### src/inc/i2c_fifo_pkg.sv
// shared constants and carriers for the fifo fill status / shared control
// block; assumes a 32-bit apb bus and one peripheral clock
package i2c_fifo_pkg;

  // ==========================================================================
  // structure
  localparam int unsigned INSTANCES      = 2;
  localparam int unsigned FIFOS_PER_INST = 4;
  localparam int unsigned FIFO_COUNT     = INSTANCES * FIFOS_PER_INST;
  localparam int unsigned BYTE_W         = 8;
  localparam int unsigned FIFO_DEPTH     = 2;
  localparam int unsigned COUNT_W        = 2;
  localparam int unsigned REG_W          = 16;
  localparam int unsigned APB_DATA_W     = 32;
  localparam int unsigned APB_ADDR_W     = 32;
  localparam int unsigned APB_STRB_W     = 4;

  // ==========================================================================
  // fifo index within one controller
  localparam int unsigned FIFO_SLAVE_TX  = 0;
  localparam int unsigned FIFO_SLAVE_RX  = 1;
  localparam int unsigned FIFO_MASTER_TX = 2;
  localparam int unsigned FIFO_MASTER_RX = 3;

  // ==========================================================================
  // register byte addresses, element 0 is the first controller
  localparam logic [INSTANCES-1:0][APB_ADDR_W-1:0] FILL_STATUS_ADDR =
    {32'h4000_344C, 32'h4000_304C};
  localparam logic [INSTANCES-1:0][APB_ADDR_W-1:0] SHARED_RESET_ADDR =
    {32'h4000_3450, 32'h4000_3050};

  // ==========================================================================
  // field positions and reset values
  localparam int unsigned MASTER_TX_PURGE_BIT = 9;
  localparam int unsigned SLAVE_TX_PURGE_BIT  = 8;
  localparam int unsigned MASTER_RX_FILL_LSB  = 6;
  localparam int unsigned MASTER_TX_FILL_LSB  = 4;
  localparam int unsigned SLAVE_RX_FILL_LSB   = 2;
  localparam int unsigned SLAVE_TX_FILL_LSB   = 0;
  localparam int unsigned DETECT_RESET_BIT    = 0;
  localparam logic [REG_W-1:0] FILL_STATUS_RESET  = 16'h0000;
  localparam logic [REG_W-1:0] SHARED_RESET_VALUE = 16'h0000;

  // ==========================================================================
  // carriers
  typedef enum logic [0:0] {
    LINE_IDLE = 1'b0,
    LINE_BUSY = 1'b1
  } line_state_e;

  typedef struct packed {
    logic              push;
    logic [BYTE_W-1:0] push_data;
    logic              pop;
  } fifo_req_s;

  typedef struct packed {
    logic [BYTE_W-1:0]  head;
    logic [COUNT_W-1:0] count;
  } fifo_state_s;

  typedef struct packed {
    logic scl;
    logic sda;
  } line_pins_s;

  typedef struct packed {
    logic busy;
    logic start;
    logic stop;
  } line_events_s;

endpackage : i2c_fifo_pkg

### src/rtl/i2c_byte_pair_fifo.sv
// small byte fifo used for each transmit and receive queue
// assumes push/pop come from logic on pclk; purge is a one-cycle pulse
`timescale 1ns/1ps
`default_nettype none

module i2c_byte_pair_fifo
  import i2c_fifo_pkg::*;
#(
  parameter int unsigned WIDTH = BYTE_W,
  parameter int unsigned DEPTH = FIFO_DEPTH,
  parameter int unsigned CNT_W = COUNT_W
) (
  input  wire logic             pclk,
  input  wire logic             presetn,
  input  wire logic             purge,
  input  wire logic             push,
  input  wire logic [WIDTH-1:0] push_data,
  input  wire logic             pop,
  output logic      [WIDTH-1:0] head_data,
  output logic      [CNT_W-1:0] count
);

  // ==========================================================================
  // control
  logic [WIDTH-1:0] mem [DEPTH];
  logic             do_pop;
  logic             do_push;
  logic [CNT_W-1:0] wr_idx;

  // a purge swallows any push or pop of the same cycle
  assign do_pop  = pop && (count != '0) && !purge;
  assign do_push = push && !purge &&
                   ((count < CNT_W'(DEPTH)) || do_pop);
  assign wr_idx  = do_pop ? count - CNT_W'(1) : count;

  always_ff @(posedge pclk or negedge presetn) begin
    if (!presetn) begin
      count <= '0;
    end else if (purge) begin
      count <= '0;
    end else begin
      case ({do_push, do_pop})
        2'b10:   count <= count + CNT_W'(1);
        2'b01:   count <= count - CNT_W'(1);
        default: count <= count;
      endcase
    end
  end

  // ==========================================================================
  // storage, head always in entry 0
  for (genvar i = 0; i < DEPTH; i++) begin : g_entry
    always_ff @(posedge pclk or negedge presetn) begin
      if (!presetn) begin
        mem[i] <= '0;
      end else if (do_push && (wr_idx == CNT_W'(i))) begin
        mem[i] <= push_data;
      end else if (do_pop) begin
        if (i < DEPTH - 1) begin
          mem[i] <= mem[(i < DEPTH - 1) ? i + 1 : i];
        end
      end
    end
  end

  assign head_data = mem[0];

endmodule : i2c_byte_pair_fifo

`default_nettype wire

### src/rtl/i2c_fifo_status_and_flush.sv
// fifo fill status and shared detect reset for two bus controllers
// assumes an apb master on pclk, bus pins asynchronous to pclk, and the
// shifting logic driving fifo push/pop on pclk
//
// The APB register port is this design's own decision.
`timescale 1ns/1ps
`default_nettype none

// What this block does
// - writing one to master purge bit empties master transmit fifo, zero does nothing
// - writing one to slave purge bit empties slave transmit fifo, zero does nothing
// - bits 7:6 show master receive fifo byte count, 0 to 2
// - bits 5:4 show master transmit fifo byte count, 0 to 2
// - bits 3:2 show slave receive fifo byte count, 0 to 2
// - bits 1:0 show slave transmit fifo byte count, 0 to 2
// - fill status register reads all zeros after reset
// - writing one to shared bit 0 resets start and stop detection
// - the same write clears the bus occupied flag unless a start is seen in the cycle the reset acts
// - second controller has identical registers at its own addresses
module i2c_fifo_status_and_flush
  import i2c_fifo_pkg::*;
(
  input  wire logic                       pclk,
  input  wire logic                       presetn,
  input  wire logic                       psel,
  input  wire logic                       penable,
  input  wire logic                       pwrite,
  input  wire logic [APB_ADDR_W-1:0]      paddr,
  input  wire logic [APB_DATA_W-1:0]      pwdata,
  input  wire logic [APB_STRB_W-1:0]      pstrb,
  output logic      [APB_DATA_W-1:0]      prdata,
  output logic                            pready,
  output logic                            pslverr,
  input  wire fifo_req_s [FIFO_COUNT-1:0] fifo_req,
  output fifo_state_s    [FIFO_COUNT-1:0] fifo_state,
  input  wire line_pins_s [INSTANCES-1:0] line_pins,
  output line_events_s    [INSTANCES-1:0] line_events
);

  // ==========================================================================
  // apb decode
  logic [INSTANCES-1:0] fill_hit;
  logic [INSTANCES-1:0] shared_hit;
  logic                 any_hit;
  logic                 setup_phase;
  logic                 wr_access;
  logic [REG_W-1:0]     fill_word [INSTANCES];
  logic [REG_W-1:0]     next_read;

  assign setup_phase = psel && !penable;
  assign wr_access   = psel && penable && pready && pwrite;
  assign any_hit     = |{fill_hit, shared_hit};

  // the second controller decodes its own pair of addresses
  for (genvar i = 0; i < INSTANCES; i++) begin : g_decode
    assign fill_hit[i]   = (paddr == FILL_STATUS_ADDR[i]);
    assign shared_hit[i] = (paddr == SHARED_RESET_ADDR[i]);
  end

  // ==========================================================================
  // read mux
  // purge bits and the whole shared register are write-only and read zero
  always_comb begin
    next_read = '0;
    for (int k = 0; k < INSTANCES; k++) begin
      if (fill_hit[k]) begin
        next_read = fill_word[k];
      end
    end
  end

  // ==========================================================================
  // apb answer: no wait state, pready high in every access cycle
  always_ff @(posedge pclk or negedge presetn) begin
    if (!presetn) begin
      pready <= 1'b0;
    end else begin
      pready <= setup_phase;
    end
  end

  // read data is captured at the setup edge; counts may still move before
  // the access edge, which software sees as an ordinary sampling delay
  always_ff @(posedge pclk or negedge presetn) begin
    if (!presetn) begin
      prdata <= '0;
    end else if (setup_phase) begin
      prdata <= (!pwrite) ? APB_DATA_W'(next_read) : '0;
    end
  end

  // unmapped addresses answer with an error and have no effect
  always_ff @(posedge pclk or negedge presetn) begin
    if (!presetn) begin
      pslverr <= 1'b0;
    end else if (setup_phase) begin
      pslverr <= !any_hit;
    end
  end

  // ==========================================================================
  // per controller: command pulses, fifos, line watch
  for (genvar i = 0; i < INSTANCES; i++) begin : g_ctrl

    localparam int unsigned BASE = i * FIFOS_PER_INST;

    logic master_purge;
    logic slave_purge;
    logic detect_reset;
    logic master_set;
    logic slave_set;
    logic detect_set;

    // byte lane 1 carries the purge bits, lane 0 the detect reset bit
    assign master_set = wr_access && fill_hit[i] && pstrb[1] &&
                        pwdata[MASTER_TX_PURGE_BIT];
    assign slave_set  = wr_access && fill_hit[i] && pstrb[1] &&
                        pwdata[SLAVE_TX_PURGE_BIT];
    assign detect_set = wr_access && shared_hit[i] && pstrb[0] &&
                        pwdata[DETECT_RESET_BIT];

    // each command bit acts in the one cycle after the write, then clears
    always_ff @(posedge pclk or negedge presetn) begin
      if (!presetn) begin
        master_purge <= FILL_STATUS_RESET[MASTER_TX_PURGE_BIT];
      end else begin
        master_purge <= master_set;
      end
    end

    always_ff @(posedge pclk or negedge presetn) begin
      if (!presetn) begin
        slave_purge <= FILL_STATUS_RESET[SLAVE_TX_PURGE_BIT];
      end else begin
        slave_purge <= slave_set;
      end
    end

    always_ff @(posedge pclk or negedge presetn) begin
      if (!presetn) begin
        detect_reset <= SHARED_RESET_VALUE[DETECT_RESET_BIT];
      end else begin
        detect_reset <= detect_set;
      end
    end

    // ------------------------------------------------------------------------
    // four queues; only the two transmit queues can be purged by software,
    // software is expected to purge master tx on a lost bus or a nack
    for (genvar f = 0; f < FIFOS_PER_INST; f++) begin : g_fifo
      logic purge_this;

      if (f == FIFO_MASTER_TX) begin : g_mp
        assign purge_this = master_purge;
      end else if (f == FIFO_SLAVE_TX) begin : g_sp
        assign purge_this = slave_purge;
      end else begin : g_np
        assign purge_this = 1'b0;
      end

      i2c_byte_pair_fifo #(
        .WIDTH (BYTE_W),
        .DEPTH (FIFO_DEPTH),
        .CNT_W (COUNT_W)
      ) u_fifo (
        .pclk      (pclk),
        .presetn   (presetn),
        .purge     (purge_this),
        .push      (fifo_req[BASE+f].push),
        .push_data (fifo_req[BASE+f].push_data),
        .pop       (fifo_req[BASE+f].pop),
        .head_data (fifo_state[BASE+f].head),
        .count     (fifo_state[BASE+f].count)
      );
    end

    // ------------------------------------------------------------------------
    // fill status word; codes never exceed two since depth is two
    always_comb begin
      fill_word[i] = FILL_STATUS_RESET;
      fill_word[i][MASTER_RX_FILL_LSB +: COUNT_W] =
        fifo_state[BASE+FIFO_MASTER_RX].count;
      fill_word[i][MASTER_TX_FILL_LSB +: COUNT_W] =
        fifo_state[BASE+FIFO_MASTER_TX].count;
      fill_word[i][SLAVE_RX_FILL_LSB +: COUNT_W] =
        fifo_state[BASE+FIFO_SLAVE_RX].count;
      fill_word[i][SLAVE_TX_FILL_LSB +: COUNT_W] =
        fifo_state[BASE+FIFO_SLAVE_TX].count;
    end

    // ------------------------------------------------------------------------
    // pin synchronisers; the first stage feeds only the second
    logic scl_meta;
    logic sda_meta;
    logic scl_sync;
    logic sda_sync;

    always_ff @(posedge pclk or negedge presetn) begin
      if (!presetn) begin
        scl_meta <= 1'b1;
        sda_meta <= 1'b1;
        scl_sync <= 1'b1;
        sda_sync <= 1'b1;
      end else begin
        scl_meta <= line_pins[i].scl;
        sda_meta <= line_pins[i].sda;
        scl_sync <= scl_meta;
        sda_sync <= sda_meta;
      end
    end

    // ------------------------------------------------------------------------
    // start / stop detection
    logic        scl_prev;
    logic        sda_prev;
    logic        armed;
    logic        start_seen;
    logic        stop_seen;
    line_state_e line_state;
    line_state_e next_line_state;

    // after a detect reset the history is discarded and one cycle passes
    // before edges count, so a stale sample cannot fake a condition
    assign start_seen = armed && scl_prev && scl_sync &&
                        sda_prev && !sda_sync;
    assign stop_seen  = armed && scl_prev && scl_sync &&
                        !sda_prev && sda_sync;

    always_comb begin
      next_line_state = line_state;
      case (line_state)
        LINE_IDLE: begin
          if (start_seen) begin
            next_line_state = LINE_BUSY;
          end
        end
        LINE_BUSY: begin
          if (stop_seen) begin
            next_line_state = LINE_IDLE;
          end
        end
        default: next_line_state = LINE_IDLE;
      endcase
    end

    always_ff @(posedge pclk or negedge presetn) begin
      if (!presetn) begin
        scl_prev <= 1'b1;
        sda_prev <= 1'b1;
        armed    <= 1'b0;
      end else if (detect_reset) begin
        scl_prev <= 1'b1;
        sda_prev <= 1'b1;
        armed    <= 1'b0;
      end else begin
        scl_prev <= scl_sync;
        sda_prev <= sda_sync;
        armed    <= 1'b1;
      end
    end

    // a start seen in the same cycle as a detect reset still sets busy,
    // so a condition that coincides with the command is not lost
    always_ff @(posedge pclk or negedge presetn) begin
      if (!presetn) begin
        line_state        <= LINE_IDLE;
        line_events[i]    <= '0;
      end else if (detect_reset) begin
        line_state           <= start_seen ? LINE_BUSY : LINE_IDLE;
        line_events[i].busy  <= start_seen;
        line_events[i].start <= start_seen;
        line_events[i].stop  <= stop_seen;
      end else begin
        line_state           <= next_line_state;
        line_events[i].busy  <= (next_line_state == LINE_BUSY);
        line_events[i].start <= start_seen;
        line_events[i].stop  <= stop_seen;
      end
    end
  end

endmodule : i2c_fifo_status_and_flush

`default_nettype wire
### config.mk
export PLATFORM = sky130hd
export DESIGN_NAME = i2c_fifo_status_and_flush
export DESIGN_NICKNAME = d
export VERILOG_FILES = /design/src/inc/i2c_fifo_pkg.sv /design/src/rtl/i2c_byte_pair_fifo.sv /design/src/rtl/i2c_fifo_status_and_flush.sv
export SDC_FILE = /design/constraint.sdc
export NUM_CORES = 1
export LEC_CHECK = 0
export BUFFER_PORTS_ARGS = -buffer_cell sky130_fd_sc_hd__buf_2
export CORE_ASPECT_RATIO = 2
export CORE_MARGIN = 4
export CORE_UTILIZATION = 49
export DETAILED_ROUTE_END_ITERATION = 7
export GPL_ROUTABILITY_DRIVEN = 1
export GPL_TIMING_DRIVEN = 0
export PLACE_DENSITY = 0.78
export SLEW_MARGIN = 20
export SYNTH_ARGS = -nofsm -noshare
export SYNTH_HDL_FRONTEND = slang
export SYNTH_SLANG_ARGS = --single-unit
### constraint.sdc
create_clock -name pclk -period 5.97 [get_ports pclk]
set_input_delay 1.194 -clock pclk [delete_from_list [all_inputs] [get_ports pclk]]
set_output_delay 1.194 -clock pclk [all_outputs]
set_load 0.02 [all_outputs]
-- Word level (Yosys, flattened, before mapping)
Cells that the tools add are included.
- register bits after elaboration: 206
- bits of input ports: 157
- output and inout port bits: 120
- word-level logic and storage cells: 285
- add/sub/neg operators: 16
- $lt $le $gt $ge: 8
- eq/ne operators: 28
- muxes and demuxes: 55
- bitwise gates (word level): 2
- reductions and logical operators: 121
- operators with widths (operator ; number):
    $mux 8 ; 19
    $eq 32x31->1 const B ; 4
    $logic_and 1x1->1 ; 70
    $reduce_bool 2->1 ; 20
    $eq 2x1->1 const B ; 16
    $pmux 2 s2 ; 8
    $mux 2 ; 12
    $add 2x1->2 const B ; 8
    $eq 2x2->1 const B ; 8
    $logic_not 2->1 ; 8
    $lt 2x2->1 const B ; 8
    $sub 2x1->2 const B ; 8
    $mux 1 ; 12
    $reduce_bool 3->1 ; 4
    $logic_not 1->1 ; 10
    $logic_or 1x1->1 ; 8
    $mux 3 ; 2
    $pmux 1 s2 ; 2
    $reduce_or 4->1 ; 1
    $not 1->1 ; 2

-- Depth between registers and ports, before layout
Gate-level depths: netlist (run 1).
- depth in word-level cells: 8
- gate-level depth with buffers: 10
- depth with buffers taken out: 8

-- Hierarchy
Synthesis (run 1) repeated with hierarchy kept, for this count alone.
- cell total of the unflattened synthesis: 677
- area, all modules: 9176.3 sq um
- by module, submodules not included (module ; times used ; cells each ; area each (sq um) ; sequential area each (sq um)):
    i2c_byte_pair_fifo ; 8 ; 67 ; 940.9 ; 450.4
    i2c_fifo_status_and_flush ; 1 ; 141 ; 1649.1 ; 915.9

-- Worst setup path after synthesis (run 1)
No wires, ideal clock.
- path type: input to register
- start: input fifo_req[10] in the netlist's numbering
- end: register g_ctrl[0].g_fifo[1].u_fifo.count[1]
- library setup time: 0.127 ns
- data arrival time: 2.275 ns
- required time: 5.843 ns
- slack: 3.568 ns
- cell stages on the path: 8
- buffers on the path: 2
- path through: nand2b_1 > buf_2 > inv_2 > clkbuf_1 > o21ai_0 > ha_1 > nand2_1 > o21ai_0
- word-level cells in the longest chain between the ends: 5
- elaborated cells between the ends (all ways): 7
- classes of those cells: 2 x eq/ne; 1 x mux; 4 x reduce/logical
- RTL lines (what ; line ; RTL):
    start: declaration ; i2c_fifo_status_and_flush.sv:34 ; input wire fifo_req_s [FIFO_COUNT-1:0] fifo_req,
    $logic_and 1x1->1 * ; i2c_byte_pair_fifo.sv:31 ; assign do_pop = pop && (count != '0) && !purge;
    $logic_or 1x1->1 ; i2c_byte_pair_fifo.sv:33 ; ((count < CNT_W'(DEPTH)) || do_pop);
    $logic_and 1x1->1 ; i2c_byte_pair_fifo.sv:32 ; assign do_push = push && !purge &&
    $eq 2x1->1 / $eq 2x2->1 (equally long branches) ; i2c_byte_pair_fifo.sv:42 ; case ({do_push, do_pop})
    $pmux 2 s2 / $reduce_bool 2->1 (equally long branches) ; - ;
    end signal: assignment ; i2c_byte_pair_fifo.sv:43 ; 2'b10: count <= count + CNT_W'(1);
    end signal: assignment ; i2c_byte_pair_fifo.sv:44 ; 2'b01: count <= count - CNT_W'(1);
    end signal: assignment ; i2c_byte_pair_fifo.sv:45 ; default: count <= count;
    end: declaration ; i2c_byte_pair_fifo.sv:20 ; output logic [CNT_W-1:0] count
Mark *: on every way between the ends. The rest lies on a longest branch, timed or not.
A chain may end at the register's enable or synchronous reset.

-- Final worst setup path (run 1)
- start: input paddr[29]
- end: register g_ctrl[1].slave_purge
- word-level cells in the longest chain between the ends: 4
- RTL lines (what ; line ; RTL):
    start: declaration ; i2c_fifo_status_and_flush.sv:28 ; input wire logic [APB_ADDR_W-1:0] paddr,
    $eq 32x31->1 ; i2c_fifo_status_and_flush.sv:56 ; assign fill_hit[i] = (paddr == FILL_STATUS_ADDR[i]);
    $logic_and 1x1->1 (3 in a row) ; i2c_fifo_status_and_flush.sv:117 ; assign slave_set = wr_access && fill_hit[i] && pstrb[1] &&
    net g_ctrl[1].slave_set ; i2c_fifo_status_and_flush.sv:111 ; logic slave_set;
    end signal: assignment ; i2c_fifo_status_and_flush.sv:133 ; slave_purge <= FILL_STATUS_RESET[SLAVE_TX_PURGE_BIT];
    end signal: assignment ; i2c_fifo_status_and_flush.sv:135 ; slave_purge <= slave_set;
    end: declaration ; i2c_fifo_status_and_flush.sv:108 ; logic slave_purge;
The timed path passes the listed nets, and every way through them passes these cells.

==> results of run 1 <==
## area by class of cell
cell class,instances,area share [%]
Timing Repair Buffer,221,10.1
Clock inverter,14,1.79
Sequential cell,180,40.1
Tap cell,216,2.40
Clock buffer,18,3.90
Buffer,109,7.08
Antenna cell,1,0.0222
Multi-Input combinational cell,490,33.7
Inverter,27,0.899
## final timing paths
| path | cells after the start | startpoint | slack, ps | to |
|---|---|---|---|---|
| worst max register to register | 10 | g_ctrl[0].g_fifo[1].u_fifo.count[0]$_DFFE_PN0P_ | 3580 | g_ctrl[0].g_fifo[1].u_fifo.count[1]$_DFFE_PN0P_ |
| worst min register to register | 0 | g_ctrl[1].sda_meta$_DFF_PN1_ | 350 | g_ctrl[1].sda_sync$_DFF_PN1_ |
| worst min-delay path | 0 | g_ctrl[1].sda_meta$_DFF_PN1_ | 350 | g_ctrl[1].sda_sync$_DFF_PN1_ |
| worst max-delay path | 5 | paddr[29] | 3430 | g_ctrl[1].g_fifo[0].purge_this$_DFF_PN0_ |
| max in group asynchronous | 2 | presetn | 4290 | g_ctrl[1].sda_prev$_DFF_PN1_ |
| min in group asynchronous | 1 | presetn | 750 | g_ctrl[0].g_fifo[3].u_fifo.head_data[5]$_DFFE_PN0P_ |
## cells by family (layout without fill, tap and decap cells)
group / count (synthesis) / count (layout) / share of synthesized area [%]
xor+xnor: 9 / 9 / 0.863
mux: 161 / 161 / 20.7
fa+ha+maj: 12 / 12 / 1.64
flops: 180 / 180 / 49.5
compound gates: 47 / 47 / 3.90
simple gates: 237 / 237 / 13.5
other cells: 1 / 25 / 0.0411
buf+inv: 136 / 389 / 9.85
## synth_stat cells, types with 4 or more instances
master / instances / area (sq um)
nand3_1: 9 / 45.0
o21ai_0: 20 / 100
dfrtp_1: 168 / 4200
dfstp_2: 12 / 315
mux2i_1: 9 / 90.1
mux2_2: 128 / 1440
mux2_4: 24 / 360
xnor2_1: 9 / 78.8
nor4b_1: 4 / 35.0
inv_2: 4 / 15.0
o21ai_4: 5 / 81.3
nand2b_1: 9 / 56.3
nand2_1: 135 / 507
buf_4: 97 / 728
nor3b_1: 4 / 30.0
inv_1: 23 / 86.3
and3_1: 12 / 75.1
nor4_1: 4 / 25.0
nor3_1: 17 / 85.1
a31oi_1: 7 / 43.8
or2_2: 4 / 25.0
ha_1: 12 / 150
clkbuf_1: 6 / 22.5
nor2_1: 6 / 22.5
## per-stage QoR
stage          cell area (sq um)  setup slack (ps)
3_5_place_dp               10600              2970
5_1_grt                    11300              3200
2_1_floorplan               9220              3570
3_3_place_gp               10600               798
4_1_cts                    11300              3430
6_report                   11300              3430
## critical path: stages
cell and delay (ps):
buf_2 110, nor4b_1 300, nand4_1 280, nor4_1 700, and4_2 320
## metal layers
layer	part of all wire, %	up-vias	routed length [um]	track usage [%]
li1	-	3092	-	-
met1	35	3138	7080	19.7
met2	56	205	11500	38.0
met3	6.8	31	1380	5.23
met4	2.0	2	405	7.32
met5	0.064	-	13	0
## sequential cells by signal, indices dropped and copies added (netlist names)
signal                          cells
g_ctrl.g_fifo.u_fifo.mem           64
g_ctrl.g_fifo.purge_this            4
g_ctrl.scl_meta                     2
line_events                         4
g_ctrl.scl_sync                     2
g_ctrl.sda_prev                     2
g_ctrl.sda_sync                     2
g_ctrl.line_state                   2
pslverr                             1
g_ctrl.sda_meta                     2
g_ctrl.scl_prev                     2
prdata                              8
g_ctrl.g_fifo.u_fifo.count         16
g_ctrl.g_fifo.u_fifo.head_data     64
g_ctrl.armed                        2
pready                              1
g_ctrl.detect_reset                 2
## power groups by stage
stage | combinational, W | clock, W | sequential [W]
floorplan | 0.00212 | 0 | 0.00205
global placement | 0.00273 | 0 | 0.00205
detailed placement | 0.00281 | 0 | 0.00208
CTS | 0.00282 | 0.00124 | 0.00206
global route | 0.00302 | 0.00129 | 0.00212
finish | 0.00278 | 0.00121 | 0.00206
==> out/metrics.csv, run 1 <==
stage,metric,value,unit
synthesis,Yosys Warn Count,0,
status,status,completed,
clock_tree,H-Tree Depth,4,
finish,# nets final,1215,
power,Sw Pwr,0.00211,W
drt,Post-Route WL,20.4,mm
power,logic gate share of total power,46.0,%
finish,Final Non-Filler Cells,1276,
drt,Avg Vias per Cell,5.07,
sta,fraction of the cycle the final worst path needs,42.6,%
clock_tree,CTS tree,built,
synthesis,Synth cell types,54,
drt,Remaining DRCs,0,
setup_path,Setup crit start kind,input port,
drt,routed len/inst,16.0,um
finish,area delta synth->final,23.4,%
floorplanning,Die Y-Extent,201,um
min_path,worst hold path type,reg2reg,
finish,"commonest non-fill, non-tap cell in the layout",buf_2,
placed_design,Placer Congestion,0.822,
finish,Multi-input gate area,0.00380,sq mm
clock_tree,Clock Tree Root,clkbuf_16,
power,clock network fraction of total power,20.0,%
synthesis,Synth Register Bits,180,
finish,fin util,61.6,%
power,P_int,0.00393,W
clock_tree,Post-CTS Resized,0,
sta,final hold slack,355,ps
setup_path,CP Capture Type,register,
grt,initial antenna violation count,2,
synthesis,register area share after synthesis,49.5,%
grt,Total GRT Usage,19.7,%
grt,global route overflow,0,
grt,largest net degree at the start of global routing,99,
floorplanning,Die Wd,105,um
drt,Post-DRT Antenna Nets,0,
finish,Reg area,0.00452,sq mm
synthesis,syn_area_per_cell,11.7,sq um
drt,Via Count,6468,
power,Sw Share,35.0,%
clock_tree,worst-skew pair later-pin latency,420,ps
sta,Pins Over Slew Limit,0,
power,Pwr Density,536,mW/mm^2
sta,clock skew,10.4,ps
drt,drt pass-1 iters,4,
floorplanning,IO Count,277,
synthesis,cell area after synthesis,0.00914,sq mm
power,Max VDD drop,0.352,mV
sta,unrepaired setup endpoints after global routing,no,
placed_design,Post-DP HPWL,15.6,mm
sta,Tmin final,2540,ps
placed_design,# port buffers,220,
clock_tree,hold_buf cts,0,
sta,Slew headroom,52.1,%
finish,most frequent cells in the layout,"221 x buf_2, 168 x dfrtp_1, 135 x nand2_1",
floorplanning,die area,0.0210,sq mm
sta,"Hold Vio Cnt, Final",0,
power,Sequential Power Share,34.0,%
clock_tree,clk buf depth,2,
grt,vias in the first global route,6842,
synthesis,Post-Syn Instances,783,
drt,DRT iter0 DRCs,138,
clock_tree,total CTS buffers,17,
setup_path,Worst Path Max Fanout,4,
setup_path,Critical Path AT,2900,ps
sta,maximum clock rate,0.393,GHz
grt,global-route wire length before repair,33.1,mm
synthesis,ys flop type,dfrtp_1,
power,P_leak,5.77,nW
power,total power,0.00604,W
sta,Worst-Margin Slew,711,ps
floorplanning,Rows,70,
setup_path,Crit Path Class,in2reg,
synthesis,Post-synth EDFFs,0,
finish,filler cell count,1508,
placed_design,placed cells,1243,
clock_tree,postcts setup bufs,0,
synthesis,"FFs w/ async S/R, synth",100,%
sta,# setup viols final,0,
finish,fraction of layout cells with a size suffix above 1,51.8,%
floorplanning,Initial Utilization,49.9,%
run,max cap viols,0,
clock_tree,CTS Sinks,180,
setup_path,Required @ worst endpoint,6330,ps
sta,final setup TNS,0,ps
floorplanning,CORE AREA,0.0183,sq mm
clock_tree,Worst-path clk slew,70,ps
(Power assumes the default switching activity.)
==> run 2, diff against run 1 <==
--- a/config.mk
+++ b/config.mk
@@ -8,7 +8,7 @@
 export BUFFER_PORTS_ARGS = -buffer_cell sky130_fd_sc_hd__buf_2
 export CORE_ASPECT_RATIO = 2
 export CORE_MARGIN = 4
-export CORE_UTILIZATION = 49
+export CORE_UTILIZATION = 47
 export DETAILED_ROUTE_END_ITERATION = 7
 export GPL_ROUTABILITY_DRIVEN = 1
 export GPL_TIMING_DRIVEN = 0
==> constraint.sdc (replaced) <==
create_clock -name pclk -period 2.2 [get_ports pclk]
set_input_delay 0.44 -clock pclk [delete_from_list [all_inputs] [get_ports pclk]]
set_output_delay 0.44 -clock pclk [all_outputs]
set_load 0.02 [all_outputs]
==> out/metrics.csv, run 2 (synthesis results as in run 1) <==
stage,metric,value,unit
floorplanning,Die Y-Extent,205,um
run,max cap viols,0,
setup_path,Required @ worst endpoint,2510,ps
sta,Slew headroom,57.8,%
sta,Worst-Margin Slew,633,ps
floorplanning,Rows,71,
finish,Final Non-Filler Cells,1330,
drt,Avg Vias per Cell,4.89,
setup_path,Worst Path Max Fanout,8,
finish,design area,0.0115,sq mm
drt,drt pass-1 iters,4,
placed_design,placed cells,1282,
sta,"Hold Vio Cnt, Final",1,
sta,clock skew,7.77,ps
grt,vias in the first global route,6806,
finish,area delta synth->final,25.9,%
finish,fraction of layout cells with a size suffix above 1,53.6,%
power,Sw Share,34.8,%
grt,Total GRT Usage,19.2,%
sta,final hold slack,-0.834,ps
grt,initial antenna violation count,7,
clock_tree,total CTS buffers,17,
floorplanning,Die Wd,107,um
drt,Remaining DRCs,0,
drt,routed len/inst,15.4,um
clock_tree,hold_buf cts,0,
power,Sw Pwr,0.00575,W
sta,maximum clock rate,0.473,GHz
sta,final setup TNS,0,ps
finish,most frequent cells in the layout,"223 x buf_2, 157 x dfrtp_1, 135 x nand2_1",
drt,Via Count,6509,
floorplanning,CORE AREA,0.0190,sq mm
setup_path,CP Capture Type,register,
finish,fin util,60.5,%
power,logic gate share of total power,47.3,%
drt,DRT iter0 DRCs,225,
min_path,worst hold path type,in2async,
drt,Post-Route WL,20.5,mm
clock_tree,CTS Sinks,180,
clock_tree,worst-skew pair later-pin latency,420,ps
clock_tree,clk buf depth,2,
floorplanning,IO Count,277,
grt,global-route wire length before repair,32.9,mm
grt,largest net degree at the start of global routing,99,
power,Sequential Power Share,33.7,%
placed_design,Post-DP HPWL,15.8,mm
sta,Pins Over Slew Limit,0,
placed_design,dpl cell area,0.0107,sq mm
placed_design,Placer Congestion,0.852,
grt,global route overflow,0,
floorplanning,die area,0.0219,sq mm
clock_tree,H-Tree Depth,4,
drt,Post-DRT Antenna Nets,0,
sta,Tmin final,2120,ps
power,P_int,0.0108,W
power,clock network fraction of total power,19.0,%
setup_path,Critical Path AT,2420,ps
floorplanning,Initial Utilization,48.1,%
placed_design,# port buffers,220,
clock_tree,CTS tree,built,
setup_path,Crit Path Class,reg2reg,
clock_tree,Worst-path clk slew,70,ps
finish,# nets final,1225,
finish,"commonest non-fill, non-tap cell in the layout",buf_2,
power,Pwr Density,1440,mW/mm^2
power,P_leak,5.83,nW
status,status,finished with violations,
power,Max VDD drop,0.933,mV
clock_tree,Clock Tree Root,clkbuf_16,
status,failing checks,negative hold slack,
setup_path,Setup crit start kind,register,
sta,# setup viols final,0,
sta,fraction of the cycle the final worst path needs,96.2,%
## run 2: changes by cell type in the layout (fill, tap and decap cells not counted), sizes merged
cell	previous run	this run
buf	324	336
diode	1	6
clkinv	7	4
bufinv	4	3
clkbuf	24	25
clkinvlp	1	2
## run 2: final timing paths
path / start / endpoint / slack, ps / cells past startpoint
setup / recovery: g_ctrl[0].g_fifo[0].u_fifo.count[1]$_DFFE_PN0P_ / g_ctrl[0].g_fifo[0].u_fifo.mem[0]$_DFFE_PN0P_ / 80 / 7
max in group asynchronous: presetn / g_ctrl[1].g_fifo[1].u_fifo.count[1]$_DFFE_PN0P_ / 1280 / 2
setup reg to reg: g_ctrl[0].g_fifo[0].u_fifo.count[1]$_DFFE_PN0P_ / g_ctrl[0].g_fifo[0].u_fifo.mem[0]$_DFFE_PN0P_ / 80 / 7
hold / removal: presetn / g_ctrl[0].g_fifo[3].u_fifo.head_data[7]$_DFFE_PN0P_ / -0.8 / 1
hold reg to reg: g_ctrl[1].scl_meta$_DFF_PN1_ / g_ctrl[1].scl_sync$_DFF_PN1_ / 360 / 0
min in group pclk: line_pins[0] / g_ctrl[0].sda_meta$_DFF_PN1_ / 120 / 1
## run 2: power groups by stage
stage          registers, W  logic, W  clock network (W)
2_1_floorplan       0.00556   0.00575                  0
3_3_place_gp        0.00557   0.00737                  0
3_5_place_dp        0.00565   0.00759                  0
4_1_cts             0.00559   0.00771            0.00323
5_1_grt             0.00579   0.00853            0.00335
6_report            0.00558   0.00782            0.00315
## run 2: metrics by stage
step           setup slack [ps]  power, W
2_1_floorplan              95.1    0.0113
3_3_place_gp              -2190    0.0129
3_5_place_dp               -171    0.0132
4_1_cts                    10.7    0.0165
5_1_grt                   -32.9    0.0177
6_report                   84.6    0.0165
## run 2: per-layer routing
metal / global-route usage (%) / vias up / part of all wire (%)
li1: - / 3120 / -
met1: 18.7 / 3155 / 34
met2: 36.4 / 199 / 57
met3: 5.27 / 33 / 6.1
met4: 9.19 / 2 / 2.7
met5: 0 / - / 0.063
## run 2: worst max-delay path, stage by stage, from the launching register on
cell,delay [ps]
dfrtp_1,390
inv_1,100
ha_1,340
nor4bb_2,330
a31oi_1,120
nor3_4,230
buf_12,150
mux2_2,330
## run 2: area by class of cell
type / count / area (sq um)
well taps: 255 / 319
repair buffers: 231 / 1280
diodes: 6 / 15.0
multi-input cells: 490 / 3830
fillers: 1648 / 7510
inverters: 27 / 101
clock buffers: 21 / 460
plain buffers: 109 / 812
clock inverters: 11 / 149
flip-flops and latches: 180 / 4530
## run 2: repair_timing
| item | 4_1_cts | 5_1_grt |
|---|---|---|
| pin swaps | 3 | 3 |
| setup endpoints to repair | 27 | 102 |
| gates resized for setup | 5 | 21 |
| hold endpoints to repair | 0 | 0 |
| buffers inserted | 3 | 7 |
